**src/rtl/fpdc_pkg.sv**
```systemverilog
// Package of constants for the fractional PLL DCO control block.
package fpdc_pkg;
  // Register offsets (byte address on the plain register port).
  localparam logic [7:0] ADDR_STATUS = 8'h00;
  localparam logic [7:0] ADDR_REFCFG = 8'h04;
  localparam logic [7:0] ADDR_PLLCFG = 8'h08;
  localparam logic [7:0] ADDR_FBINT = 8'h0c;
  localparam logic [7:0] ADDR_FBFRAC = 8'h10;
  localparam logic [7:0] ADDR_FREQ = 8'h14;
  localparam logic [7:0] ADDR_TRIM = 8'h18;
  localparam logic [7:0] ADDR_APPLY = 8'h1c;
  localparam logic [7:0] ADDR_MODE = 8'h20;
  // Status register bit positions.
  localparam int ST_CAL_DONE = 0;
  localparam int ST_CAL_FAIL = 1;
  localparam int ST_LOCK = 2;
  localparam int ST_LOL = 3;
  localparam int ST_SEQ_DONE = 4;
  localparam int ST_PEND = 5;
  // Reference configuration bit positions.
  localparam int RC_CMOS_SEL = 0;
  localparam int RC_BIAS = 1;
  localparam int RC_INBUF = 2;
  localparam int RC_RANGE = 4;
  localparam int RC_RANGE_W = 2;
  // PLL configuration bit positions.
  localparam int PC_DOUBLER = 0;
  localparam int PC_REF_SEL = 1;
  localparam int PC_BYPASS = 2;
  localparam int PC_GPO_LOCK = 3;
  // Reset values.
  localparam logic [31:0] REFCFG_RST = 32'h0000_0000;
  localparam logic [31:0] PLLCFG_RST = 32'h0000_0000;
  localparam logic [31:0] FBINT_RST = 32'h0000_0064;
  localparam logic [31:0] FBFRAC_RST = 32'h0000_0000;
  // Field widths.
  localparam int FRAC_W = 27;
  localparam int INT_W = 10;
  localparam int OFFS_W = 32;
  localparam int OFFS_LSB_EXP = 40;
  // Startup sequence timing, in ns, and derived cycles at 25 MHz.
  localparam int CLK_PERIOD_NS = 40;
  localparam int REG_SETTLE_NS = 2000;
  localparam int REG_SETTLE_CYC = (REG_SETTLE_NS + CLK_PERIOD_NS - 1) / CLK_PERIOD_NS;
  localparam int STAGE_NS = 400;
  localparam int STAGE_CYC = (STAGE_NS + CLK_PERIOD_NS - 1) / CLK_PERIOD_NS;
  // Operating modes.
  typedef enum logic [1:0] {
    FPDC_MODE_SYNTH = 2'b00,
    FPDC_MODE_DCO = 2'b01,
    FPDC_MODE_CLKGEN = 2'b10
  } fpdc_mode_t;
  // Startup sequence states.
  typedef enum logic [2:0] {
    FPDC_SEQ_HOLD = 3'b000,
    FPDC_SEQ_BIAS = 3'b001,
    FPDC_SEQ_CAL = 3'b010,
    FPDC_SEQ_PLL = 3'b011,
    FPDC_SEQ_RUN = 3'b100
  } fpdc_seq_t;
endpackage

```
**src/rtl/fpdc_top.sv**
```systemverilog
// Digital control and status logic around a fractional-feedback PLL.
//
// Behaviour
// - Hold logic in reset, then release in sequence.
// - Bias calibration sets done or fail, continues.
// - One bit selects differential or single-ended reference.
// - Reference pad disabled after reset until enabled.
// - Doubler bit doubles reference before detector.
// - Select bit picks crystal or differential reference.
// - Ratio is integer plus 27-bit fraction.
// - Sigma-delta switches divider ratios, noise shaped.
// - Lock state readable and routable to output.
// - Lock falling edge sets sticky loss event.
// - DCO word scaled by ratio, applied to divider.
// - Offset word LSB weight two to minus forty.
// - Fixed crystal trim added to control word.
// - Synthesizer and DCO run from crystal or input.
// - Clock generator locks to differential input.
//
// Chosen here: the placing of the registers and the strobed register port.
`timescale 1ns/1ps
module fpdc_top
  import fpdc_pkg::*;
#(
  parameter int SETTLE_CYC = REG_SETTLE_CYC
) (
  // Clock and reset.
  input wire logic clk,
  input wire logic reset_n,
  // Register port.
  input wire logic [7:0] reg_addr,
  input wire logic [31:0] reg_wdata,
  input wire logic reg_wr,
  input wire logic reg_rd,
  output logic [31:0] reg_rdata,
  // Analog status inputs.
  input wire logic regulators_ok,
  input wire logic bias_cal_ready,
  input wire logic bias_cal_error,
  input wire logic pll_lock_raw,
  input wire logic feedback_tick,
  // Analog control outputs.
  output logic block_reset_n_ff,
  output logic pll_reset_n_ff,
  output logic bias_cal_start,
  output logic ref_cmos_select,
  output logic ac_coupled_bias_enable,
  output logic ref_input_enable,
  output logic doubler_enable,
  output logic ref_from_clkin,
  output logic third_pole_bypass,
  output logic [1:0] lock_range_sel,
  output logic [INT_W-1:0] divider_ratio_ff,
  output logic gpo_lock
);

  // Control registers written by software.
  logic [31:0] refcfg_ff;
  logic [31:0] pllcfg_ff;
  logic [INT_W-1:0] fbint_ff;
  logic [FRAC_W-1:0] fbfrac_ff;
  logic [OFFS_W-1:0] freq_ff;
  logic [OFFS_W-1:0] trim_ff;
  fpdc_mode_t mode_ff;
  // Pending update request and the active copies used by the modulator.
  logic pend_ff;
  logic [INT_W-1:0] act_int_ff;
  logic [FRAC_W-1:0] act_frac_ff;
  // Startup sequencer state and counter.
  fpdc_seq_t seq_ff;
  fpdc_seq_t nxt_seq;
  logic [15:0] cnt_ff;
  logic cal_done_ff;
  logic cal_fail_ff;
  // Lock tracking and sticky loss event.
  logic lock_ff;
  logic lol_ff;
  // Modulator accumulators, second order error feedback.
  logic [FRAC_W:0] acc1_ff;
  logic [FRAC_W:0] acc2_ff;

  // Write decode wires.
  wire wr_refcfg = reg_wr && (reg_addr == ADDR_REFCFG);
  wire wr_pllcfg = reg_wr && (reg_addr == ADDR_PLLCFG);
  wire wr_fbint = reg_wr && (reg_addr == ADDR_FBINT);
  wire wr_fbfrac = reg_wr && (reg_addr == ADDR_FBFRAC);
  wire wr_freq = reg_wr && (reg_addr == ADDR_FREQ);
  wire wr_trim = reg_wr && (reg_addr == ADDR_TRIM);
  wire wr_apply = reg_wr && (reg_addr == ADDR_APPLY);
  wire wr_mode = reg_wr && (reg_addr == ADDR_MODE);
  wire wr_status = reg_wr && (reg_addr == ADDR_STATUS);
  wire running = (seq_ff == FPDC_SEQ_RUN);

  // Combined offset: control word only counts in DCO mode, trim always.
  wire signed [OFFS_W:0] offs_sum = (mode_ff == FPDC_MODE_DCO) ?
      ($signed({freq_ff[OFFS_W-1], freq_ff}) + $signed({trim_ff[OFFS_W-1], trim_ff})) :
      $signed({trim_ff[OFFS_W-1], trim_ff});
  // Nominal ratio as fixed point with a 27-bit fraction.
  wire [INT_W+FRAC_W-1:0] nom_ratio = {fbint_ff, fbfrac_ff};
  // Ratio times offset, scaled by 2^-40 for the offset LSB weight.
  localparam int PROD_W = INT_W + FRAC_W + OFFS_W + 2;
  wire signed [PROD_W-1:0] delta_full =
      PROD_W'($signed({1'b0, nom_ratio})) * PROD_W'(offs_sum);
  wire signed [INT_W+FRAC_W+1:0] delta =
      delta_full[INT_W+FRAC_W+OFFS_W+1 -: INT_W+FRAC_W+2] >>> 0;
  // The top slice drops OFFS_W bits; the rest of the offset weight is shifted here.
  wire [INT_W+FRAC_W+1:0] adj_ratio =
      $unsigned($signed({2'b00, nom_ratio}) + (delta >>> (OFFS_LSB_EXP - OFFS_W)));
  wire [INT_W-1:0] new_int = adj_ratio[INT_W+FRAC_W-1:FRAC_W];
  wire [FRAC_W-1:0] new_frac = adj_ratio[FRAC_W-1:0];

  // Modulator stage sums; carries pick the divider step.
  wire [FRAC_W:0] sum1 = {1'b0, acc1_ff[FRAC_W-1:0]} + {1'b0, act_frac_ff};
  wire [FRAC_W:0] sum2 = {1'b0, acc2_ff[FRAC_W-1:0]} + {1'b0, sum1[FRAC_W-1:0]};
  wire c1 = sum1[FRAC_W];
  wire c2 = sum2[FRAC_W];
  wire c2_prev = acc2_ff[FRAC_W];
  // Noise-shaped step: c1 + c2 - c2 of the previous tick.
  // Steps range from minus one to plus two around the integer part.
  wire signed [2:0] sdm_step = $signed({2'b00, c1}) + $signed({2'b00, c2})
      - $signed({2'b00, c2_prev});

  // Reference path and analog control follow configuration, with the
  // input pad gated off until software enables it.
  assign ref_cmos_select = refcfg_ff[RC_CMOS_SEL];
  assign ac_coupled_bias_enable = refcfg_ff[RC_BIAS];
  assign ref_input_enable = refcfg_ff[RC_INBUF] || (mode_ff == FPDC_MODE_CLKGEN);
  assign lock_range_sel = refcfg_ff[RC_RANGE +: RC_RANGE_W];
  assign doubler_enable = pllcfg_ff[PC_DOUBLER];
  // Clock generator mode always locks to the differential input.
  assign ref_from_clkin = (mode_ff == FPDC_MODE_CLKGEN) ? 1'b1 : pllcfg_ff[PC_REF_SEL];
  // Bypass only passes while the active fraction is zero.
  assign third_pole_bypass = pllcfg_ff[PC_BYPASS] && (act_frac_ff == '0);
  assign gpo_lock = pllcfg_ff[PC_GPO_LOCK] ? lock_ff : 1'b0;
  assign bias_cal_start = (seq_ff == FPDC_SEQ_CAL);

  // Startup sequencer next-state logic.
  always_comb begin
    nxt_seq = seq_ff;
    unique case (seq_ff)
      FPDC_SEQ_HOLD: if (regulators_ok && cnt_ff >= 16'(SETTLE_CYC)) nxt_seq = FPDC_SEQ_BIAS;
      FPDC_SEQ_BIAS: if (cnt_ff >= 16'(STAGE_CYC)) nxt_seq = FPDC_SEQ_CAL;
      FPDC_SEQ_CAL: if (bias_cal_ready || bias_cal_error) nxt_seq = FPDC_SEQ_PLL;
      FPDC_SEQ_PLL: if (cnt_ff >= 16'(STAGE_CYC)) nxt_seq = FPDC_SEQ_RUN;
      FPDC_SEQ_RUN: nxt_seq = FPDC_SEQ_RUN;
      default: nxt_seq = FPDC_SEQ_HOLD;
    endcase
  end

  // Sequencer registers; the counter restarts on each state change.
  always_ff @(posedge clk) begin
    if (!reset_n) begin
      seq_ff <= FPDC_SEQ_HOLD;
      cnt_ff <= 16'h0000;
      block_reset_n_ff <= 1'b0;
      pll_reset_n_ff <= 1'b0;
      cal_done_ff <= 1'b0;
      cal_fail_ff <= 1'b0;
    end else begin
      seq_ff <= nxt_seq;
      cnt_ff <= (nxt_seq != seq_ff) ? 16'h0000 :
          ((seq_ff == FPDC_SEQ_HOLD && !regulators_ok) ? 16'h0000 : cnt_ff + 16'h0001);
      block_reset_n_ff <= (nxt_seq != FPDC_SEQ_HOLD);
      pll_reset_n_ff <= (nxt_seq == FPDC_SEQ_RUN);
      if (seq_ff == FPDC_SEQ_CAL && bias_cal_error) begin
        cal_fail_ff <= 1'b1;
      end else if (seq_ff == FPDC_SEQ_CAL && bias_cal_ready) begin
        cal_done_ff <= 1'b1;
      end
    end
  end

  // Software-written configuration registers.
  always_ff @(posedge clk) begin
    if (!reset_n) begin
      refcfg_ff <= REFCFG_RST;
      pllcfg_ff <= PLLCFG_RST;
      fbint_ff <= FBINT_RST[INT_W-1:0];
      fbfrac_ff <= FBFRAC_RST[FRAC_W-1:0];
      freq_ff <= '0;
      trim_ff <= '0;
      mode_ff <= FPDC_MODE_SYNTH;
    end else begin
      if (wr_refcfg) refcfg_ff <= reg_wdata;
      if (wr_pllcfg) pllcfg_ff <= reg_wdata;
      if (wr_fbint) fbint_ff <= reg_wdata[INT_W-1:0];
      if (wr_fbfrac) fbfrac_ff <= reg_wdata[FRAC_W-1:0];
      if (wr_freq) freq_ff <= reg_wdata;
      if (wr_trim) trim_ff <= reg_wdata;
      if (wr_mode) mode_ff <= (reg_wdata[1:0] == 2'b11) ? FPDC_MODE_SYNTH :
          fpdc_mode_t'(reg_wdata[1:0]);
    end
  end

  // Atomic transfer of new words at a feedback tick, after an apply.
  always_ff @(posedge clk) begin
    if (!reset_n) begin
      pend_ff <= 1'b0;
      act_int_ff <= FBINT_RST[INT_W-1:0];
      act_frac_ff <= FBFRAC_RST[FRAC_W-1:0];
    end else begin
      if (pend_ff && feedback_tick) begin
        act_int_ff <= new_int;
        act_frac_ff <= new_frac;
        // A request that lands on the tick itself stays pending for the next one.
        pend_ff <= wr_apply || wr_freq;
      end else if (wr_apply || wr_freq) begin
        pend_ff <= 1'b1;
      end
    end
  end

  // Modulator and divider ratio, stepped once per feedback tick.
  always_ff @(posedge clk) begin
    if (!reset_n) begin
      acc1_ff <= '0;
      acc2_ff <= '0;
      divider_ratio_ff <= FBINT_RST[INT_W-1:0];
    end else if (feedback_tick && running) begin
      acc1_ff <= sum1;
      acc2_ff <= sum2;
      divider_ratio_ff <= act_int_ff + INT_W'(sdm_step);
    end
  end

  // Lock tracking and the sticky loss-of-lock event; set wins on clear.
  always_ff @(posedge clk) begin
    if (!reset_n) begin
      lock_ff <= 1'b0;
      lol_ff <= 1'b0;
    end else begin
      lock_ff <= pll_lock_raw && running;
      if (lock_ff && !(pll_lock_raw && running)) begin
        lol_ff <= 1'b1;
      end else if (wr_status && reg_wdata[ST_LOL]) begin
        lol_ff <= 1'b0;
      end
    end
  end

  // Read data, valid in the cycle after the read strobe only.
  always_ff @(posedge clk) begin
    if (!reset_n || !reg_rd) begin
      reg_rdata <= 32'h0000_0000;
    end else begin
      unique case (reg_addr)
        ADDR_STATUS: reg_rdata <= {26'h0, pend_ff, running, lol_ff, lock_ff,
            cal_fail_ff, cal_done_ff};
        ADDR_REFCFG: reg_rdata <= refcfg_ff;
        ADDR_PLLCFG: reg_rdata <= pllcfg_ff;
        ADDR_FBINT: reg_rdata <= 32'(act_int_ff);
        ADDR_FBFRAC: reg_rdata <= 32'(act_frac_ff);
        ADDR_FREQ: reg_rdata <= freq_ff;
        ADDR_TRIM: reg_rdata <= trim_ff;
        ADDR_MODE: reg_rdata <= 32'(mode_ff);
        default: reg_rdata <= 32'h0000_0000;
      endcase
    end
  end
endmodule // fpdc_top

```
**config.mk**
```make
export PLATFORM = sky130hd
export DESIGN_NAME = fpdc_top
export DESIGN_NICKNAME = d
export VERILOG_FILES = /design/src/rtl/fpdc_pkg.sv /design/src/rtl/fpdc_top.sv
export SDC_FILE = /design/constraint.sdc
export NUM_CORES = 2
export LEC_CHECK = 0
export ABC_AREA = 0
export BUFFER_PORTS_ARGS = -buffer_cell sky130_fd_sc_hd__buf_2
export CAP_MARGIN = 10
export CORE_MARGIN = 8
export CORE_UTILIZATION = 59
export DETAILED_ROUTE_END_ITERATION = 10
export PLACE_DENSITY = 0.76
export SLEW_MARGIN = 10
export SYNTH_ARGS = -nofsm -noshare
export SYNTH_HDL_FRONTEND = slang
export SYNTH_SLANG_ARGS = --single-unit
```
**constraint.sdc**
```tcl
create_clock -name clk -period 16.95 [get_ports clk]
set_clock_uncertainty 0.1 [all_clocks]
set_input_delay 1.695 -clock clk [delete_from_list [all_inputs] [get_ports clk]]
set_output_delay 1.695 -clock clk [all_outputs]
set_load 0.02 [all_outputs]
```
# [After elaboration in Yosys (flattened, before gate mapping)]
# Index checks and enable logic that the tools add are counted.
[op_classes] addsub=8 mul=1 div=0 magnitude_cmp=2 n_eq_ne=17 n_shift=0 n_mux=14 bitwise_logic=2 n_reduce_logical=35
[op_table] op="32-bit case mux with 8 select lines" n=1
[op_table] op="38-bit by 33-bit multiplier with 71-bit output" n=1
[op_table] op="27-bit by 27-bit adder with 28-bit output" n=2
[op_table] op="37-bit by 31-bit adder with 37-bit output" n=1
[op_table] op="32-bit by 32-bit adder with 33-bit output" n=1
[op_table] op="33-bit two-way mux" n=1
[op_table] op="8-bit by 5-bit equality test with 1-bit output, second input constant" n=4
[op_table] op="27-bit zero test" n=1
[op_table] op="1-bit logical AND" n=19
[op_table] op="16-bit by 1-bit adder with 16-bit output, second input constant" n=1
[op_table] op="8-bit by 4-bit equality test with 1-bit output, second input constant" n=2
[op_table] op="16-bit by 4-bit >= comparator with 1-bit output, second input constant" n=1
[op_table] op="16-bit by 6-bit >= comparator with 1-bit output, second input constant" n=1
[op_table] op="3-bit case mux with 5 select lines" n=1
[op_table] op="3-bit two-way mux" n=4
[op_table] op="10-bit adder" n=1
[op_table] op="8-bit by 3-bit equality test with 1-bit output, second input constant" n=1
[op_table] op="8-bit by 6-bit equality test with 1-bit output, second input constant" n=1
[op_table] op="8-bit zero test" n=1
[op_table] op="3-bit by 2-bit equality test with 1-bit output, second input constant" n=2
[op_table] op="3-bit equality test, second input constant" n=2
[op_table] op="1-bit two-way mux" n=6
[op_table] op="2-bit equality test, second input constant" n=2
[op_table] op="1-bit zero test" n=4
[op_table] op="13 further kinds" n=18
[totals] register_bits=327 latchBits=0 ram_bits=0 rom_bits=0 inputBits=49 output_inout_bits=54 n_memories=0

# [Longest topological paths before layout]
[logic_depth] depth_word=6 ltp_mapped=55 mapped_depth_nobuf=54

# [Least setup slack after synthesis]
# OpenSTA, ideal clock, no wires.
[synth_path] path_type="register to register" from="register freq_ff[0]" to="register act_int_ff[8]" setup_time_ps=79 t_arrival_ps=11735 required_time_ps=16771 slack_ps=5036 path_stages_with_launch=50 path_buffers=1 synth_period_minus_slack_ps=11914 path_cell_list="dfxtp_1 -> ha_1 -> inv_1 -> fa_1 -> nor2b_1 -> o21ai_0 -> a21oi_1 -> o21a_1 -> or2_2 -> a2111o_1 -> a31o_2 -> a21oi_1 -> xor2_1 -> o21ai_1 -> clkbuf_1 -> nand2_1 -> fa_1 -> inv_1 -> [... 14 more ...] -> nor2_1 -> a22o_1 -> o21ai_1 -> a21o_1 -> or2_2 -> a41oi_1 -> xnor2_1 -> ha_1 -> nand2_1 -> inv_1 -> a221oi_1 -> a21oi_1 -> a31o_2 -> a211o_1 -> nand2_1 -> a21oi_1 -> or4b_2 -> o211ai_1"
[synth_via] elab_chain_len=4
[synth_lines] item="start, declared" line="fpdc_top.sv:62" rtl="logic [OFFS_W-1:0] freq_ff;"
[synth_lines] item="start signal, assigned" line="fpdc_top.sv:188" rtl="if (wr_freq) freq_ff <= reg_wdata;"
[synth_lines] item="32-bit by 32-bit adder with 33-bit output" line="fpdc_top.sv:96" rtl="($signed({freq_ff[OFFS_W-1], freq_ff}) + $signed({trim_ff[OFFS_W-1], trim_ff})) :"
[synth_lines] item="33-bit two-way mux" line="fpdc_top.sv:95" rtl="wire signed [OFFS_W:0] offs_sum = (mode_ff == FPDC_MODE_DCO) ?"
[synth_lines] item="38-bit by 33-bit multiplier with 71-bit output" line="fpdc_top.sv:103" rtl="PROD_W'($signed({1'b0, nom_ratio})) * PROD_W'(offs_sum);"
[synth_lines] item="37-bit by 31-bit adder with 37-bit output" line="fpdc_top.sv:108" rtl="$unsigned($signed({2'b00, nom_ratio}) + (delta >>> (OFFS_LSB_EXP - OFFS_W)));"
[synth_lines] item="end signal, assigned" line="fpdc_top.sv:199" rtl="act_int_ff <= FBINT_RST[INT_W-1:0];"
[synth_lines] item="end signal, assigned" line="fpdc_top.sv:203" rtl="act_int_ff <= new_int;"
[synth_lines] item="end, declared" line="fpdc_top.sv:67" rtl="logic [INT_W-1:0] act_int_ff;"
# No other way between the ends.
# A chain may end at the register's enable or synchronous reset.

# [Worst setup path after layout]
[layout_path] from="register trim_ff[0]" to="register act_int_ff[8]"
[layout_via] elab_chain_len=4
[layout_lines] item="start, declared" line="fpdc_top.sv:63" rtl="logic [OFFS_W-1:0] trim_ff;"
[layout_lines] item="start signal, assigned" line="fpdc_top.sv:189" rtl="if (wr_trim) trim_ff <= reg_wdata;"
[layout_lines] item="32-bit by 32-bit adder with 33-bit output" line="fpdc_top.sv:96"
[layout_lines] item="33-bit two-way mux *" line="fpdc_top.sv:95"
[layout_lines] item="38-bit by 33-bit multiplier with 71-bit output *" line="fpdc_top.sv:103"
[layout_lines] item="37-bit by 31-bit adder with 37-bit output *" line="fpdc_top.sv:108"
# Mark *: on every way between the ends. The rest lies on a longest branch, timed or not.

==> flow_summary.json <==
{
  "grt_pass1_vias": 49958,
  "drc_errors": 0,
  "globalRouteOverflowTotal": 0,
  "die_h_um": 327,
  "cts.path.max_buffers": 3,
  "synth.cell_area_um2": 57000,
  "post_drt_via_cell_ratio": 6.05,
  "place_area_um2": 58700,
  "final_antenna_net_count": 0,
  "crit_fanout": 36,
  "synthDistinctLibCells": 73,
  "slew_headroom": 0.151,
  "worst_setup_path_end_kind": "flip-flop",
  "max_stage_delay_ns": 0.77,
  "vias": 47653,
  "nNetsFinal": 8154,
  "synth_area_leaders": "fa_1, dfxtp_1, ha_1",
  "grt_max_degree": 154,
  "async_reset_ff_frac": 0,
  "crit_required_ns": 17.31,
  "syn_inst": 6738,
  "crit_path_frequent_cell": "fa_1",
  "port_buffers": 102,
  "setup-violations-final": 0,
  "drive_gt1_frac": 0.0520,
  "core_um2": 96300,
  "placementRows": 114,
  "status": "finished clean",
  "cts_tree": "done",
  "final_common_cell": "nand2_1",
  "peakVddDrop_v": 0.0000758,
  "wl_per_cell_um": 22.1,
  "min_period_ns": 13.88,
  "synth-seq-cells": 327,
  "crit_slowest_cell": "nand3_2",
  "ys_seq_area_frac": 0.115,
  "powerDensity_nw_per_um2": 26.2,
  "leakagePower_nw": 28.5,
  "fill_cells": 8150,
  "die_w_um": 327,
  "routed_wl_um": 174000,
  "design_area_um2": 59800,
  "crit_family": "adder cells",
  "hold_viol": 0,
  "clk_pin_slew_worst_paths_ns": 0.06,
  "hold_path_class": "reg -> reg",
  "ios": 103,
  "ys.flop_type": "dfxtp_1",
  "critPathArrivalTime_ns": 14.23,
  "synth_edf_count": 0,
  "grt_usage": 0.326,
  "area_growth_pct": 4.92,
  "rsz0062_at_grt": "false",
  "yosys.area.top_type_share": 0.382,
  "clk_latency_ns": 0.56,
  "start_util": 0.592,
  "cap_viol_max_count": 0,
  "antenna_found_initial": 2,
  "mostFrequentLayoutCells": "nand2_1, inv_1, fa_1, ha_1, a21oi_1",
  "grt_pass1_wl_um": 276000,
  "period_share": 0.819,
  "hold_buffers": 0,
  "cts-resized-gates": 0,
  "synth_warnings": 0,
  "drtIter0Drc": 4573,
  "synthesis.nets": 8320,
  "critPathKind": "reg -> reg",
  "routabilityCongestion": 0.962,
  "avgSynthCellArea_um2": 8.47,
  "totalNegativeSetupSlack_ns": 0,
  "slew_violations": 0,
  "root_buffer": "clkbuf_16",
  "dieArea_um2": 107000,
  "worstPathBufferInverterCount": 6,
  "synth_area_leader_cell": "fa_1",
  "cts_sinks": 327,
  "cts_buffers": 35,
  "firstDrtPassIters": 9,
  "start_kind": "flip-flop",
  "tightestPinTransition_ns": 1.27,
  "htreeDepth": 2,
  "post_cts_buffers": 0,
  "hpwl_um": 125000,
  "fmax_mhz": 72.1
}
==> metal layers <==
layer  part of all wire  GRT usage
met5           0.000075          0
met3              0.098     0.0625
met1               0.36      0.400
met4              0.075      0.190
met2               0.46      0.536
==> power breakdown <==
part | switching (mW) | leakage [nW] | total (mW) | internal [mW]
Clock | 0.331 | 0.548 | 0.751 | 0.420
Combinational | 0.0380 | 25.3 | 0.0484 | 0.0104
Sequential | 0.00111 | 2.64 | 0.770 | 0.769
Total | 0.370 | 28.5 | 1.57 | 1.20
==> final timing paths <==
kind                                       endpoint  cells past startpoint           startpoint  slack (ns)
worst max-delay path                  act_int_ff[8]                     49           trim_ff[0]        3.07
worst max register to register        act_int_ff[8]                     49           trim_ff[0]        3.07
worst min register to register  divider_ratio_ff[3]                      2  divider_ratio_ff[3]        0.35
worst min-delay path            divider_ratio_ff[3]                      2  divider_ratio_ff[3]        0.35
==> cell usage after synthesis (74+ instances only) <==
library cell  count
a21o_1           74
a21oi_1         435
and2_1          276
clkbuf_1        358
dfxtp_1         327
fa_1           1087
ha_1            446
inv_1          1128
nand2_1        1455
nor2_1          153
o21ai_0          89
xnor2_1          99
==> tightest hold or removal path, delay by kind of cell (launching register included) <==
kind	cells	cell delay, ns
and+or+nand+nor	1	0.05
AOI/OAI and AO/OA	1	0.05
DFF	1	0.30
==> cells by family (layout without fill, tap and decap cells) <==
group	count (synthesis)	count (layout)	synth area share
xor gates and xnor gates	149	149	0.0231
other	0	1	0
DFF	327	327	0.115
buffers and inverters	1528	1385	0.101
muxes	18	18	0.00322
and+or+nand+nor	2290	2290	0.181
adders and majority gates	1533	1533	0.479
AOI/OAI and AO/OA	893	893	0.0972
==> area by class of cell <==
| type | instances | area [µm²] | share of cell area |
|---|---|---|---|
| diodes | 1 | 2.50 | 0.0000418 |
| well taps | 1276 | 1600 | 0.0267 |
| clock buffers | 50 | 1010 | 0.0169 |
| clock inverters | 10 | 97.6 | 0.00163 |
| flip-flops and latches | 327 | 6560 | 0.110 |
| inverters | 1128 | 4240 | 0.0709 |
| multi-input cells | 4883 | 45100 | 0.754 |
| repair buffers | 197 | 1220 | 0.0204 |
==> per-stage QoR <==
stage               power (mW)  std cells  setup WS [ns]  utilization  hold WS, ns
floorplan                0.809       6738           5.04            -        0.336
global placement         0.834       7811           3.62        0.610        0.338
detailed placement       0.834       7811           3.34        0.610        0.343
CTS                       1.58       7871           3.28        0.622        0.352
global route              1.61       7871           2.31        0.622        0.367
finish                    1.57       7872           3.07        0.622        0.350
==> sequential cells by signal (all words and copies together) (netlist names), 10 cells and up <==
register	count
freq_ff	32
fbint_ff	10
acc1_ff	27
act_frac_ff	27
acc2_ff	28
cnt_ff	16
act_int_ff	10
pllcfg_ff	32
reg_rdata	32
fbfrac_ff	27
refcfg_ff	32
trim_ff	32
divider_ratio_ff	10
Power figures use the tool's default switching activity.
